## config.mk

```make
export PLATFORM = sky130hd
export DESIGN_NAME = cmd_port
export DESIGN_NICKNAME = d
export VERILOG_FILES = /design/src/include/cmd_port_pkg.sv /design/src/verilog/cmd_port.sv
export SDC_FILE = /design/constraint.sdc
export NUM_CORES = 1
export LEC_CHECK = 0
export BUFFER_PORTS_ARGS = -buffer_cell sky130_fd_sc_hd__clkbuf_2
export CAP_MARGIN = 25
export CORE_MARGIN = 1
export CORE_UTILIZATION = 35
export DETAILED_ROUTE_END_ITERATION = 7
export PLACE_DENSITY = 0.56
export SYNTH_ARGS = -nofsm -noshare
export SYNTH_HDL_FRONTEND = slang
export SYNTH_SLANG_ARGS = --single-unit
```

## constraint.sdc

```tcl
create_clock -name mclk -period 6.69 [get_ports mclk]
set_input_delay 1.0035 -clock mclk [delete_from_list [all_inputs] [get_ports mclk]]
set_output_delay 1.0035 -clock mclk [all_outputs]
set_load 0.1 [all_outputs]
```

## src/include/cmd_port_pkg.sv

```systemverilog
// Purpose: constants for the serial register command port
// Assumes: byte-level receive and transmit ports, 7 data bits per byte
// Notes:
// How it works
// host writes address, write code, upper seven, lower seven, checksum
// checksum is command plus both data bytes, low seven bits
// read is address then read code; reply is upper, lower, checksum
// reply checksum is both data bytes plus read code, low seven bits
// seven bit node address, reset zero; only own frames acted on
// node address written by its own code from second data byte
// written node address kept in non-volatile store, restored at restart
// own node address transmitted right after system start
// baud select in bits 2 to 1, reset 00 meaning 19200
// bit 8 enables top speed and supply compensation
// bit 7 set ignores brake function of the brake input
// bit 6 selects pulse measurement resolution
// calibration write holds 14 bits, applied when saved
// calibration off by over twenty percent is discarded
// firmware and board revisions are read-only on own codes
// config two written by one code, read by another; one clears
// frame with wrong checksum dropped silently
// byte with bit 7 set starts a frame; rest have bit 7 clear
package cmd_port_pkg;
   localparam logic [6:0] WR_CONFIG_TWO = 7'h75;
   localparam logic [6:0] RD_CONFIG_TWO = 7'h35;
   localparam logic [6:0] WR_NODE_ADDRESS = 7'h7c;
   localparam logic [6:0] WR_CURRENT_CAL = 7'h7d;
   localparam logic [6:0] RD_FIRMWARE = 7'h3e;
   localparam logic [6:0] RD_BOARD = 7'h3f;
   localparam int CFG_TOP_COMP_BIT = 8;
   localparam int CFG_BRAKE_IGN_BIT = 7;
   localparam int CFG_PULSE_RES_BIT = 6;
   localparam int CFG_BAUD_LSB = 1;
   localparam int CFG_BAUD_MSB = 2;
   localparam logic [1:0] BAUD_19200 = 2'h0;
   localparam logic [6:0] NODE_ADDRESS_RESET = 7'h00;
   localparam logic [13:0] CONFIG_TWO_RESET = 14'h0100;
   localparam logic [13:0] CAL_RESET = 14'h0000;
   localparam int CAL_TOL_PCT = 20;
   localparam logic [16:0] CAL_TOL_DIV = 17'(100 / CAL_TOL_PCT);
   localparam logic [1:0] REPLY_BYTES = 2'h3;
   localparam logic [1:0] START_BYTES = 2'h1;

   typedef enum logic [2:0] {
      R_IDLE = 3'b000,
      R_CMD = 3'b001,
      R_D1 = 3'b010,
      R_D2 = 3'b011,
      R_SUM = 3'b100
   } rx_state_type;
endpackage

```

## src/verilog/cmd_port.sv

```systemverilog
// Purpose: serial command interpreter for registers of a motor controller
// Assumes: rx bytes arrive as one-cycle strobes; tx byte handshakes
// Notes: non-volatile store lives outside; its value is read at boot
`timescale 1ns/100ps
module cmd_port #(
   parameter logic [13:0] FIRMWARE_REV = 14'h0001,
   parameter logic [13:0] BOARD_REV = 14'h0001
) (
   input wire logic mclk,
   input wire logic nrst,
   input wire logic rx_valid,
   input wire logic [7:0] rx_byte,
   output logic tx_valid,
   output logic [7:0] tx_byte,
   input wire logic tx_ready,
   input wire logic [6:0] nv_addr_in,
   output logic nv_addr_wr,
   output logic [6:0] node_addr,
   input wire logic [13:0] measured_current,
   input wire logic save_cal,
   output logic [13:0] cal_value,
   output logic comp_enable,
   output logic brake_ignore,
   output logic pulse_resolution_select,
   output logic [1:0] baud_select
);

   // ------------------------------------------------------------
   // state
   // ------------------------------------------------------------
   cmd_port_pkg::rx_state_type st_q, st_d;
   logic boot_q;
   logic [6:0] addr_q;
   logic [6:0] cmd_q;
   logic [6:0] d1_q;
   logic [6:0] d2_q;
   logic [13:0] cfg_q;
   logic [13:0] cal_pend_q;
   logic [13:0] cal_q;
   logic nv_wr_q;
   logic tx_valid_q;
   logic [7:0] tx_byte_q;
   logic [15:0] tx_buf_q;
   logic [1:0] tx_cnt_q;

   // ------------------------------------------------------------
   // frame decode
   // ------------------------------------------------------------
   wire rx_start = rx_valid && rx_byte[7];
   wire rx_data = rx_valid && !rx_byte[7];
   wire addr_hit = rx_byte[6:0] == addr_q;
   wire [6:0] rx_cmd = rx_byte[6:0];
   wire is_write = rx_cmd == cmd_port_pkg::WR_CONFIG_TWO ||
                   rx_cmd == cmd_port_pkg::WR_NODE_ADDRESS ||
                   rx_cmd == cmd_port_pkg::WR_CURRENT_CAL;
   wire is_read = rx_cmd == cmd_port_pkg::RD_CONFIG_TWO ||
                  rx_cmd == cmd_port_pkg::RD_FIRMWARE ||
                  rx_cmd == cmd_port_pkg::RD_BOARD;
   wire tx_busy = tx_cnt_q != 2'h0;
   wire [6:0] sum_calc = 7'(cmd_q + d1_q + d2_q);
   // checksum check
   wire sum_ok = sum_calc == rx_byte[6:0];
   // only good frames commit
   wire wr_done = rx_data && st_q == cmd_port_pkg::R_SUM && sum_ok;
   wire [13:0] wdata = {d1_q, d2_q};
   wire wr_cfg = wr_done && cmd_q == cmd_port_pkg::WR_CONFIG_TWO;
   wire wr_addr = wr_done && cmd_q == cmd_port_pkg::WR_NODE_ADDRESS;
   wire wr_cal = wr_done && cmd_q == cmd_port_pkg::WR_CURRENT_CAL;

   // ------------------------------------------------------------
   // read reply
   // ------------------------------------------------------------
   // revision readout
   wire [13:0] rd_value =
      rx_cmd == cmd_port_pkg::RD_FIRMWARE ? FIRMWARE_REV :
      rx_cmd == cmd_port_pkg::RD_BOARD ? BOARD_REV : cfg_q;
   // read reply start
   wire rd_go = rx_data && st_q == cmd_port_pkg::R_CMD && is_read &&
                !tx_busy && !boot_q;
   wire [6:0] rd_hi = rd_value[13:7];
   wire [6:0] rd_lo = rd_value[6:0];
   // reply checksum
   wire [6:0] rd_sum = 7'(rd_hi + rd_lo + rx_cmd);

   // ------------------------------------------------------------
   // calibration plausibility
   // ------------------------------------------------------------
   wire [13:0] cal_diff = wdata > measured_current ?
                          wdata - measured_current :
                          measured_current - wdata;
   // twenty percent window
   wire [16:0] diff_scaled = 17'(cal_diff) * cmd_port_pkg::CAL_TOL_DIV;
   wire cal_ok = diff_scaled <= 17'(measured_current);

   // ------------------------------------------------------------
   // receive sequencer
   // ------------------------------------------------------------
   always_comb begin
      st_d = st_q;
      // marked byte restarts
      if (rx_start) begin
         // own address only
         st_d = addr_hit ? cmd_port_pkg::R_CMD : cmd_port_pkg::R_IDLE;
      end else if (rx_data) begin
         unique case (st_q)
            cmd_port_pkg::R_IDLE: begin
               st_d = cmd_port_pkg::R_IDLE;
            end
            // write frame order
            cmd_port_pkg::R_CMD: begin
               st_d = is_write ? cmd_port_pkg::R_D1 : cmd_port_pkg::R_IDLE;
            end
            cmd_port_pkg::R_D1: begin
               st_d = cmd_port_pkg::R_D2;
            end
            cmd_port_pkg::R_D2: begin
               st_d = cmd_port_pkg::R_SUM;
            end
            cmd_port_pkg::R_SUM: begin
               st_d = cmd_port_pkg::R_IDLE;
            end
            default: begin
               st_d = cmd_port_pkg::R_IDLE;
            end
         endcase
      end
   end

   always_ff @(posedge mclk or negedge nrst) begin
      if (!nrst) begin
         st_q <= cmd_port_pkg::R_IDLE;
      end else begin
         st_q <= st_d;
      end
   end

   always_ff @(posedge mclk or negedge nrst) begin
      if (!nrst) begin
         cmd_q <= 7'h00;
         d1_q <= 7'h00;
         d2_q <= 7'h00;
      end else if (rx_data) begin
         if (st_q == cmd_port_pkg::R_CMD) begin
            cmd_q <= rx_byte[6:0];
         end
         if (st_q == cmd_port_pkg::R_D1) begin
            d1_q <= rx_byte[6:0];
         end
         if (st_q == cmd_port_pkg::R_D2) begin
            d2_q <= rx_byte[6:0];
         end
      end
   end

   // ------------------------------------------------------------
   // node address and boot
   // ------------------------------------------------------------
   always_ff @(posedge mclk or negedge nrst) begin
      if (!nrst) begin
         boot_q <= 1'b1;
         addr_q <= cmd_port_pkg::NODE_ADDRESS_RESET;
         nv_wr_q <= 1'b0;
      end else begin
         boot_q <= 1'b0;
         nv_wr_q <= wr_addr;
         // restore stored address
         if (boot_q) begin
            addr_q <= nv_addr_in;
         // address from low byte
         end else if (wr_addr) begin
            addr_q <= d2_q;
         end
      end
   end

   // ------------------------------------------------------------
   // configuration two and calibration
   // ------------------------------------------------------------
   always_ff @(posedge mclk or negedge nrst) begin
      if (!nrst) begin
         // baud resets to 19200
         cfg_q <= cmd_port_pkg::CONFIG_TWO_RESET;
      // write one clears
      end else if (wr_cfg) begin
         cfg_q <= cfg_q & ~wdata;
      end
   end

   always_ff @(posedge mclk or negedge nrst) begin
      if (!nrst) begin
         cal_pend_q <= cmd_port_pkg::CAL_RESET;
         cal_q <= cmd_port_pkg::CAL_RESET;
      end else begin
         // discard implausible value
         if (wr_cal && cal_ok) begin
            cal_pend_q <= wdata;
         end
         // applied on save
         if (save_cal) begin
            cal_q <= cal_pend_q;
         end
      end
   end

   // ------------------------------------------------------------
   // transmit
   // ------------------------------------------------------------
   wire tx_take = tx_valid_q && tx_ready;

   always_ff @(posedge mclk or negedge nrst) begin
      if (!nrst) begin
         tx_valid_q <= 1'b0;
         tx_byte_q <= 8'h00;
         tx_buf_q <= 16'h0000;
         tx_cnt_q <= 2'h0;
      // announce address at start
      end else if (boot_q) begin
         tx_valid_q <= 1'b1;
         tx_byte_q <= {1'b0, nv_addr_in};
         tx_cnt_q <= cmd_port_pkg::START_BYTES;
      end else if (rd_go) begin
         tx_valid_q <= 1'b1;
         tx_byte_q <= {1'b0, rd_hi};
         tx_buf_q <= {1'b0, rd_lo, 1'b0, rd_sum};
         tx_cnt_q <= cmd_port_pkg::REPLY_BYTES;
      end else if (tx_take) begin
         tx_valid_q <= tx_cnt_q > 2'h1;
         tx_byte_q <= tx_buf_q[15:8];
         tx_buf_q <= {tx_buf_q[7:0], 8'h00};
         tx_cnt_q <= tx_cnt_q - 2'h1;
      end
   end

   // ------------------------------------------------------------
   // outputs
   // ------------------------------------------------------------
   assign tx_valid = tx_valid_q;
   assign tx_byte = tx_byte_q;
   assign nv_addr_wr = nv_wr_q;
   assign node_addr = addr_q;
   assign cal_value = cal_q;
   // compensation enable
   assign comp_enable = cfg_q[cmd_port_pkg::CFG_TOP_COMP_BIT];
   // brake input as logic input
   assign brake_ignore = cfg_q[cmd_port_pkg::CFG_BRAKE_IGN_BIT];
   // pulse resolution
   assign pulse_resolution_select = cfg_q[cmd_port_pkg::CFG_PULSE_RES_BIT];
   // baud field
   assign baud_select =
      cfg_q[cmd_port_pkg::CFG_BAUD_MSB:cmd_port_pkg::CFG_BAUD_LSB];
endmodule

```

==> results of run 1 <==
## layout by cell type (no fill, tap or decap), types with 6 or more instances in the layout
cell and instances:
a21boi_0 16, a21o_1 19, a21oi_1 48, a21oi_2 6, and2_1 13, buf_4 117, clkbuf_16 9, clkbuf_2 67
dfrtp_1 97, fa_1 17, ha_1 76, inv_1 51, mux2_2 30, mux2_4 10, mux2i_1 12, nand2_1 58
nand3_1 20, nand4_1 11, nor2_1 50, nor3_1 9, o21ai_0 57, or3_1 6, xnor2_1 33, xor2_1 13
## layer usage
metal  up-vias  routed length, microns  global-route usage (%)
li1       3048                       -                       -
met1      3015                   10100                    28.3
met2       138                    9480                    31.3
met3        25                     902                    3.32
met4         4                     283                    4.07
met5         -                      25                       0
## logic make-up (layout without fill, tap and decap cells)
| logic type | after synthesis | after routing | share of synthesized area [%] |
|---|---|---|---|
| other | 1 | 2 | 0.0509 |
| AOI/OAI and AO/OA | 196 | 196 | 16.7 |
| xor gates and xnor gates | 47 | 47 | 5.59 |
| muxes | 52 | 52 | 8.25 |
| adders and majority gates | 94 | 94 | 17.7 |
| DFF | 99 | 99 | 33.7 |
| and+or+nand+nor | 197 | 197 | 13.2 |
| buffers and inverters | 80 | 254 | 4.84 |
## power by group through the flow
| stage | Clock, mW | Combinational (mW) | Sequential (mW) |
|---|---|---|---|
| 2_1_floorplan | 0 | 0.378 | 0.696 |
| 3_3_place_gp | 0 | 0.664 | 0.636 |
| 3_5_place_dp | 0 | 0.666 | 0.637 |
| 4_1_cts | 0.546 | 0.670 | 0.625 |
| 5_1_grt | 0.569 | 0.768 | 0.627 |
| 6_report | 0.535 | 0.685 | 0.625 |
## worst register-to-register path, delay by kind of cell (launching register included)
kind                     cells  cell delay, ns
AO/OA/AOI/OAI               10            2.02
XOR/XNOR                     2            0.24
adder cells (fa/ha/maj)      4            1.28
buffers and inverters        5            0.79
flip-flops                   1            0.53
multiplexers                 1            0.31
AND/OR/NAND/NOR              6            0.80
## final cells by class
| class | instances | share of cell area [%] |
|---|---|---|
| inverters | 51 | 2.08 |
| flip-flops and latches | 99 | 27.0 |
| well taps | 270 | 3.68 |
| repair buffers | 187 | 13.7 |
| clock buffers | 10 | 2.49 |
| clock inverters | 6 | 0.776 |
| multi-input cells | 588 | 50.3 |
## Yosys cell counts (4+ instances only)
cell       n  area share [%]
o21ai_0   59             4.0
a21boi_0  17             1.7
fa_1      17             4.6
inv_1     51             2.6
xor2_1    14             1.7
a211oi_1   4            0.41
a21o_1    19             1.9
o21a_1     5            0.51
nand2_1   58             3.0
and2_1    13             1.1
nor2_1    51             2.6
nand3_1   20             1.4
xnor2_1   33             3.9
a31oi_1    5            0.42
mux2i_1   12             1.6
dfrtp_1   97              33
mux2_4    10             2.0
o21bai_1   4            0.41
mux2_2    30             4.6
nor3_1    10            0.68
ha_1      77              13
nand4_1   11            0.93
buf_2      5            0.34
buf_4      7            0.71
or3_1      6            0.51
a21oi_1   53             3.6
clkbuf_1  14            0.71
## worst min path at each step
stage	from	endpoint	slack, ns	cells after the start
2_1_floorplan	tx_buf_q[11]	tx_buf_q[11]	0.44	2
3_3_place_gp	tx_buf_q[11]	tx_buf_q[11]	0.46	2
3_5_place_dp	tx_buf_q[14]	tx_buf_q[14]	0.46	2
4_1_cts	tx_buf_q[14]	tx_buf_q[14]	0.48	2
5_1_grt	tx_buf_q[2]	tx_buf_q[2]	0.52	2
6_report	tx_buf_q[14]	tx_buf_q[14]	0.47	2
## state kept, by name, summed over array words and instances (netlist names)
register	flops
d1_q	7
cal_pend_q	14
tx_valid	1
node_addr	7
cal_value	14
cfg_q	14
tx_buf_q	14
d2_q	7
cmd_q	7
tx_byte	7
nv_addr_wr	1
st_q	3
boot_q	1
tx_cnt_q	2
## metrics by stage
step	util, %	cells	worst slack [ns]	hold WS (ns)
6_report	45.0	1211	0.337	0.475
3_3_place_gp	42.7	1188	-0.168	0.460
5_1_grt	45.0	1211	0.0405	0.521
4_1_cts	44.2	1205	0.0432	0.481
3_5_place_dp	42.8	1189	-0.315	0.465
2_1_floorplan	-	767	0.0503	0.445
## timing repair
item / CTS / global route
endpoints found under the setup margin: 0 / 14
resized for setup: 0 / 24
setup buffers: 0 / 5
hold buffers: 0 / 0
==> impl_metrics.py, run 1 <==
metrics = {
    "layout": {
        "finalInstanceArea_sq_um": 9190,
        "drive_above_1_share_pct": 29.0,
        "diodes": 0,
        "multi_input_area_sq_um": 4620,
        "final_nets": 1064,
        "syn2layout_area_growth_pct": 24.7,
        "final-seq-area_sq_um": 2480,
        "fill_cells": 2056,
    },
    "cts": {
        "numCtsBuffers": 9,
        "clk_pin_slew_worst_paths_ns": 0.07,
        "cts_root_buffer": "clkbuf_16",
        "htree_num_levels": 3,
        "clock-sinks": 99,
        "clkLatencyLatePin_ns": 0.35,
        "cts_tree": "yes",
        "cts_max_path_buffers": 2,
    },
    "synthesis": {
        "netlist_instances": 766,
        "async_flop_share_pct": 100,
        "yosysWarningCount": 0,
        "syn_avg_cell_area_sq_um": 9.62,
        "synth_cell_types": 66,
        "synth_flop_cell": "dfrtp_1",
        "ys_seq_elements": 99,
        "synth_edf_count": 0,
        "seq_area_frac_synth_pct": 33.7,
        "netlist_area_sq_um": 7370,
    },
    "run_status": {
        "outcome": "finished clean",
    },
    "setup_path": {
        "crit_cells": 29,
        "crit_path_frequent_cell": "ha_1",
        "r2r_start": "d1_q[5]",
        "cp_slowest_stage_delay_ns": 0.41,
        "worst-path-buf-inv": 5,
        "path_class": "input pin to flip-flop",
        "r2r_end": "cal_pend_q[10]",
        "critPathCapture": "cal_pend_q[10]",
        "startpoint_type": "input pin",
        "critPathSlowestCell": "a2111o_1",
        "r2r_slack_ns": 0.58,
        "cp-end-kind": "flip-flop",
        "rr_worst_depth": 28,
        "worstPathRequired_ns": 6.92,
        "crit_start": "measured_current[9]",
        "cp.arrival_ns": 6.59,
        "cp_max_fo": 14,
        "cp_top_family": "compound AO/OA/AOI/OAI gates",
    },
    "sta": {
        "setup_viol": 0,
        "slew_violations": 0,
        "period_minus_slack_ns": 6.35,
        "rsz0062_at_grt": "no",
        "slew_headroom_pct": 41.4,
        "report.final.hold_viol_count": 0,
        "finClkSkew_ns": 0.00651,
        "finalCritPeriodShare_pct": 95.0,
        "worst_pin_slew_ns": 0.876,
        "fmax_mhz": 157,
        "tns_ns": 0,
    },
    "pwr": {
        "p_sw_uw": 637,
        "p_int_mw": 1.21,
        "p_leak_nw": 4.64,
        "pwr_density_cell_nw_per_um2": 201,
        "power.share.clock_pct": 29.0,
        "swShare_pct": 34.5,
        "p_comb_share_pct": 37.1,
        "ir_drop_v": 0.000129,
        "total_power_mw": 1.85,
        "seqPwrFrac_pct": 33.9,
    },
    "route": {
        "first_pass_iters": 5,
        "vias_per_cell": 5.14,
        "num_vias": 6230,
        "ant_nets": 0,
        "wirelength_microns": 20800,
        "drc": 0,
        "drt_iter0_drc": 387,
        "wl_per_cell_microns": 17.2,
    },
    "die": {
        "die_w_microns": 147,
        "start_util_pct": 36.1,
        "ios": 70,
        "dieHeight_microns": 147,
        "core_sq_um": 20400,
        "die-area_sq_um": 21600,
        "num_rows": 52,
    },
    "grt": {
        "grt_max_degree": 75,
        "grt_antenna_before_repair": 2,
        "grtUsageTotal_pct": 19.8,
        "grt_pass1_wl_microns": 33500,
        "grt_pass1_vias": 6252,
        "grt.overflow.total": 0,
    },
    "placed_design": {
        "dp_hpwl_microns": 16800,
        "gp_congestion": 0.947,
        "dpl_cell_area_sq_um": 8740,
        "portBuffers": 68,
    },
    "job": {
        "cap_violations": 0,
    },
    "hold_path": {
        "hp-class": "flip-flop to flip-flop",
    },
}
Power figures use the tool's default switching activity.
==> run 2, diff against run 1 <==
RECOVER_POWER = 100   (was default)
SETUP_SLACK_MARGIN = 0.1   (was default)
==> run 2 against run 1 <==
Compared with the run above: the flow now finishes with violations (max-capacitance violations, max-slew violations); non-clock buffer count up 9; die area unchanged; clock power down 5.0%; flip-flop and latch count unchanged; cell count up 0.91%; register-to-register slack worse by 0.09 ns; critical path depth down 1; clock skew down 0.00059 ns; clock-buffer cell count up 1; power up 2.3%; critical endpoint is now cal_pend_q[12]; highest routed layer is now met4.
==> impl_metrics.py, run 2 (same netlist as run 1, synthesis figures left out) <==
metrics = {
    "route": {
        "ant_nets": 0,
        "wl_met3_microns": 813,
        "wl_per_cell_microns": 17.1,
        "drt_iter0_drc": 386,
        "num_vias": 6204,
        "first_pass_iters": 5,
        "vias_per_cell": 5.08,
        "route.met2.wl_microns": 9530,
        "drc": 0,
        "wirelength_microns": 20800,
        "drt-met1-wl_microns": 10300,
        "highest_layer": "met4",
    },
    "setup_path": {
        "worstPathRequired_ns": 6.93,
        "critPathSlowestCell": "a2111o_1",
        "cp-end-kind": "flip-flop",
        "path_class": "input pin to flip-flop",
        "cp_slowest_stage_delay_ns": 0.41,
        "crit_start": "measured_current[7]",
        "startpoint_type": "input pin",
        "cp_max_fo": 7,
        "r2r_start": "d1_q[0]",
        "cp.arrival_ns": 6.61,
    },
    "layout": {
        "drive_above_1_share_pct": 29.5,
        "syn2layout_area_growth_pct": 28.1,
        "final_cell_mix": "buf_4, dfrtp_1, ha_1, nand2_1, o21ai_0",
        "final_common_cell": "buf_4",
        "stdcell_count": 1222,
        "finalInstanceArea_sq_um": 9440,
        "final_nets": 1073,
        "utilization_pct": 46.2,
    },
    "grt": {
        "grt_max_degree": 72,
        "grt_antenna_before_repair": 2,
        "grt_pass1_vias": 5976,
        "grt_pass1_wl_microns": 32600,
        "grt.overflow.total": 0,
        "grtUsageTotal_pct": 19.3,
    },
    "pwr": {
        "ir_drop_v": 0.000106,
        "pwr_density_cell_nw_per_um2": 200,
        "p_leak_nw": 4.55,
    },
    "cts": {
        "numCtsBuffers": 9,
        "cts_max_path_buffers": 2,
        "cts_root_buffer": "clkbuf_16",
        "clkLatencyLatePin_ns": 0.35,
        "cts_tree": "yes",
        "clk_pin_slew_worst_paths_ns": 0.07,
        "htree_num_levels": 3,
        "hold_buffers": 0,
        "clock-sinks": 99,
    },
    "sta": {
        "slew_headroom_pct": -154,
        "fmax_mhz": 157,
        "setup_ws_ns": 0.317,
        "finClkSkew_ns": 0.00591,
        "rsz0062_at_grt": "yes",
        "period_minus_slack_ns": 6.37,
        "setup_viol": 0,
        "worst_pin_slew_ns": 3.81,
        "report.final.hold_viol_count": 0,
        "finalCritPeriodShare_pct": 95.3,
        "tns_ns": 0,
        "slew_violations": 102,
    },
    "die": {
        "core_sq_um": 20400,
        "ios": 70,
        "num_rows": 52,
        "dieHeight_microns": 147,
        "start_util_pct": 36.1,
        "die_w_microns": 147,
        "die-area_sq_um": 21600,
    },
    "placed_design": {
        "gp_congestion": 0.928,
        "numPlacedInstances": 1188,
        "dp_hpwl_microns": 16300,
        "post-place-ws_ns": -0.429,
        "dpl_cell_area_sq_um": 8750,
        "portBuffers": 68,
    },
    "job": {
        "cap_violations": 2,
    },
    "hold_path": {
        "hp-class": "flip-flop to flip-flop",
        "hp-start": "tx_buf_q[11]",
    },
    "run_status": {
        "failed_checks": "max-capacitance violations, max-slew violations",
        "outcome": "finished, violations left",
    },
}
-- run 2: cell types whose count changed in the layout (fill, tap and decap cells not counted), sizes merged --
cell and change:
clkinv +3, inv -3, clkbuf +3, buf +7
diode +2, bufinv -1
-- run 2: final timing paths --
kind / slack [ns] / end / cells past startpoint
max: 0.32 / cal_pend_q[12] / 28
min: 0.48 / tx_buf_q[11] / 2
max reg2reg: 0.49 / cal_pend_q[12] / 26
min reg2reg: 0.48 / tx_buf_q[11] / 2
max in group asynchronous: 1.36 / d2_q[1] / 2
min in group asynchronous: 1.02 / cal_value[12] / 1
-- run 2: stage by stage --
| stage | total power, mW | hold slack, ns |
|---|---|---|
| 2_1_floorplan | 1.07 | 0.445 |
| 3_3_place_gp | 1.30 | 0.461 |
| 3_5_place_dp | 1.30 | 0.467 |
| 4_1_cts | 1.81 | 0.484 |
| 5_1_grt | 2.01 | 0.514 |
| 6_report | 1.89 | 0.477 |
-- run 2: cell type report --
type | instances | area [sq um]
Sequential cell | 99 | 2480
Clock buffer | 11 | 253
Multi-Input combinational cell | 588 | 4870
Tap cell | 270 | 338
Antenna cell | 2 | 5.00
Fill cell | 1985 | 11000
Timing Repair Buffer | 196 | 1260
Clock inverter | 5 | 37.5
Inverter | 51 | 191
-- run 2: critical path, delay by kind of cell --
| kind | cells | cell delay (ns) |
|---|---|---|
| AOI/OAI and AO/OA | 7 | 1.66 |
| and+or+nand+nor | 7 | 1.29 |
| adders and majority gates | 4 | 1.16 |
| buffers and inverters | 6 | 0.73 |
| muxes | 2 | 0.42 |
| xor gates and xnor gates | 2 | 0.32 |
-- run 2: what timing repair did --
action,4_1_cts,5_1_grt
pin swaps,0,25
setup endpoints to repair,14,14
resized for setup,5,80
gates cloned,0,1
buffers inserted,0,15
-- run 2: report_power, final --
part	total (mW)	switching [mW]	internal, mW	leakage, nW
Clock	0.508	0.235	0.273	0.138
Sequential	0.625	0.0135	0.611	1.31
Combinational	0.755	0.404	0.352	3.10
-- run 2: per-layer routing --
metal  vias to the layer above  global-route usage (%)
met5                         -                       0
met4                         0                    3.20
met3                        14                    3.35
met2                       111                    30.2
met1                      3004                    28.2
li1                       3075                       -
==> run 3, diff against run 2 <==
PLACE_DENSITY = default   (was 0.56)
PLACE_DENSITY_LB_ADDON = 0.12   (was default)
==> run 3 against run 2 <==
Compared with the run above: the run still ends with max-capacitance violations, max-slew violations left; flip-flop and latch count unchanged; register-to-register slack got worse by 0.05 ns; power fell by 0.78%; worst hold slack improved by 0.0030 ns; combinational power shrank 3.6%; global-route usage up 1.5 points; non-clock buffer count shrank 2; fmax decreased by 1.3%.
==> impl_metrics.py, run 3 (same netlist as run 1, synthesis figures left out) <==
metrics = {
    "cts": {
        "numCtsBuffers": 9,
        "clk_pin_slew_worst_paths_ns": 0.07,
        "hold_buffers": 0,
        "clkLatencyLatePin_ns": 0.36,
        "cts_max_path_buffers": 2,
        "cts_root_buffer": "clkbuf_16",
        "clock-sinks": 99,
        "cts_tree": "yes",
        "htree_num_levels": 3,
    },
    "placed_design": {
        "portBuffers": 68,
        "gp_congestion": 0.848,
        "numPlacedInstances": 1188,
        "dp_hpwl_microns": 17800,
    },
    "grt": {
        "grtUsageTotal_pct": 20.8,
        "grt.overflow.total": 0,
        "grt_antenna_before_repair": 0,
        "grt_max_degree": 57,
        "grt_pass1_wl_microns": 34700,
        "grt_pass1_vias": 6446,
    },
    "job": {
        "cap_violations": 2,
    },
    "route": {
        "ant_nets": 0,
        "drc": 0,
        "vias_per_cell": 5.13,
        "wirelength_microns": 22300,
        "num_vias": 6248,
        "drt_iter0_drc": 398,
        "wl_per_cell_microns": 18.3,
        "first_pass_iters": 5,
    },
    "sta": {
        "setup_viol": 0,
        "fmax_mhz": 155,
        "slew_headroom_pct": -91.9,
        "slew_violations": 102,
        "report.final.hold_viol_count": 0,
        "worst_pin_slew_ns": 2.88,
        "finClkSkew_ns": 0.00690,
        "tns_ns": 0,
        "finalCritPeriodShare_pct": 96.5,
        "worst_hold_slack_ns": 0.480,
        "period_minus_slack_ns": 6.45,
        "rsz0062_at_grt": "yes",
    },
    "die": {
        "num_rows": 52,
        "start_util_pct": 36.1,
        "core_sq_um": 20400,
        "die_w_microns": 147,
        "ios": 70,
        "die-area_sq_um": 21600,
        "dieHeight_microns": 147,
    },
    "layout": {
        "final_nets": 1071,
        "utilization_pct": 46.0,
        "diodes": 0,
        "stdcell_count": 1218,
        "final_cell_mix": "buf_4, dfrtp_1, ha_1, nand2_1, o21ai_0",
        "syn2layout_area_growth_pct": 27.5,
        "fill_cells": 2025,
        "final_common_cell": "buf_4",
        "drive_above_1_share_pct": 28.7,
    },
    "hold_path": {
        "hold_depth": 2,
        "hp-class": "flip-flop to flip-flop",
    },
    "setup_path": {
        "r2r_slack_ns": 0.44,
        "worstPathRequired_ns": 6.93,
        "startpoint_type": "input pin",
        "path_class": "input pin to flip-flop",
        "cp_slowest_stage_delay_ns": 0.43,
        "rr_worst_depth": 30,
        "cp-end-kind": "flip-flop",
        "cp_max_fo": 7,
        "cp.arrival_ns": 6.70,
        "critPathSlowestCell": "a221o_1",
    },
    "run_status": {
        "failed_checks": "max-capacitance violations, max-slew violations",
        "outcome": "finished, violations left",
    },
    "pwr": {
        "pwr_density_cell_nw_per_um2": 199,
        "p_leak_nw": 4.54,
        "ir_drop_v": 0.000132,
    },
}
run 3: cell count changes in the layout (fill, tap and decap cells not counted), moves of 3 or more:
cell | before | now
a21oi_2 | 7 | 3
a21oi_4 | 2 | 5
ha_1 | 60 | 64
inv_1 | 43 | 40
inv_2 | 8 | 11
run 3: routing by layer:
metal  vias up  GRT usage (%)  wire, microns
met4         0           8.20            660
met5         -              0              0
li1       3056              -              -
met2       126           35.2          10900
met3        38           2.67            562
met1      3028           27.0          10200
run 3: cell type report:
type	instances	area, sq um	share of cell area [%]
tap	270	338	3.60
sequential	99	2480	26.4
inverter	51	191	2.04
clock buffer	10	239	2.54
clock inverter	6	55.1	0.586
timing repair buffer	194	1250	13.3
multi-input combinational	588	4840	51.5
run 3: worst paths after layout:
check / start / end
worst max register to register: d2_q[0] / cal_pend_q[6]
max in group asynchronous: nrst / d1_q[5]
worst min register to register: tx_buf_q[8] / tx_buf_q[8]
min in group asynchronous: nrst / tx_buf_q[12]
worst min-delay path: tx_buf_q[8] / tx_buf_q[8]
worst max-delay path: measured_current[12] / cal_pend_q[6]
run 3: power by group:
part	switching [mW]	total (mW)	internal [mW]	leakage, nW
sequential	0.0135	0.625	0.611	1.31
combinational	0.405	0.728	0.324	3.09
clock	0.251	0.521	0.270	0.139
total	0.669	1.87	1.20	4.54
run 3: worst max-delay path: cells and delay by family:
kind	cells	cell delay, ns
AND/OR/NAND/NOR	9	1.02
adder cells (fa/ha/maj)	4	1.07
buffers and inverters	5	0.62
XOR/XNOR	1	0.29
multiplexers	2	0.49
AO/OA/AOI/OAI	8	2.19
run 3: stage by stage:
stage | total power, mW | area (sq um) | setup WS (ns)
after floorplan | 1.07 | 7390 | 0.108
after global placement | 1.31 | 8750 | -0.327
after detailed placement | 1.31 | 8750 | -0.398
after CTS | 1.84 | 9060 | 0.124
after global routing | 1.99 | 9400 | -0.0929
final | 1.87 | 9400 | 0.236
run 3: timing repair:
item	4_1_cts	5_1_grt
setup buffers	2	11
resized for setup	4	68
pin swaps	2	37
cloned	0	1
setup endpoints to repair	14	14
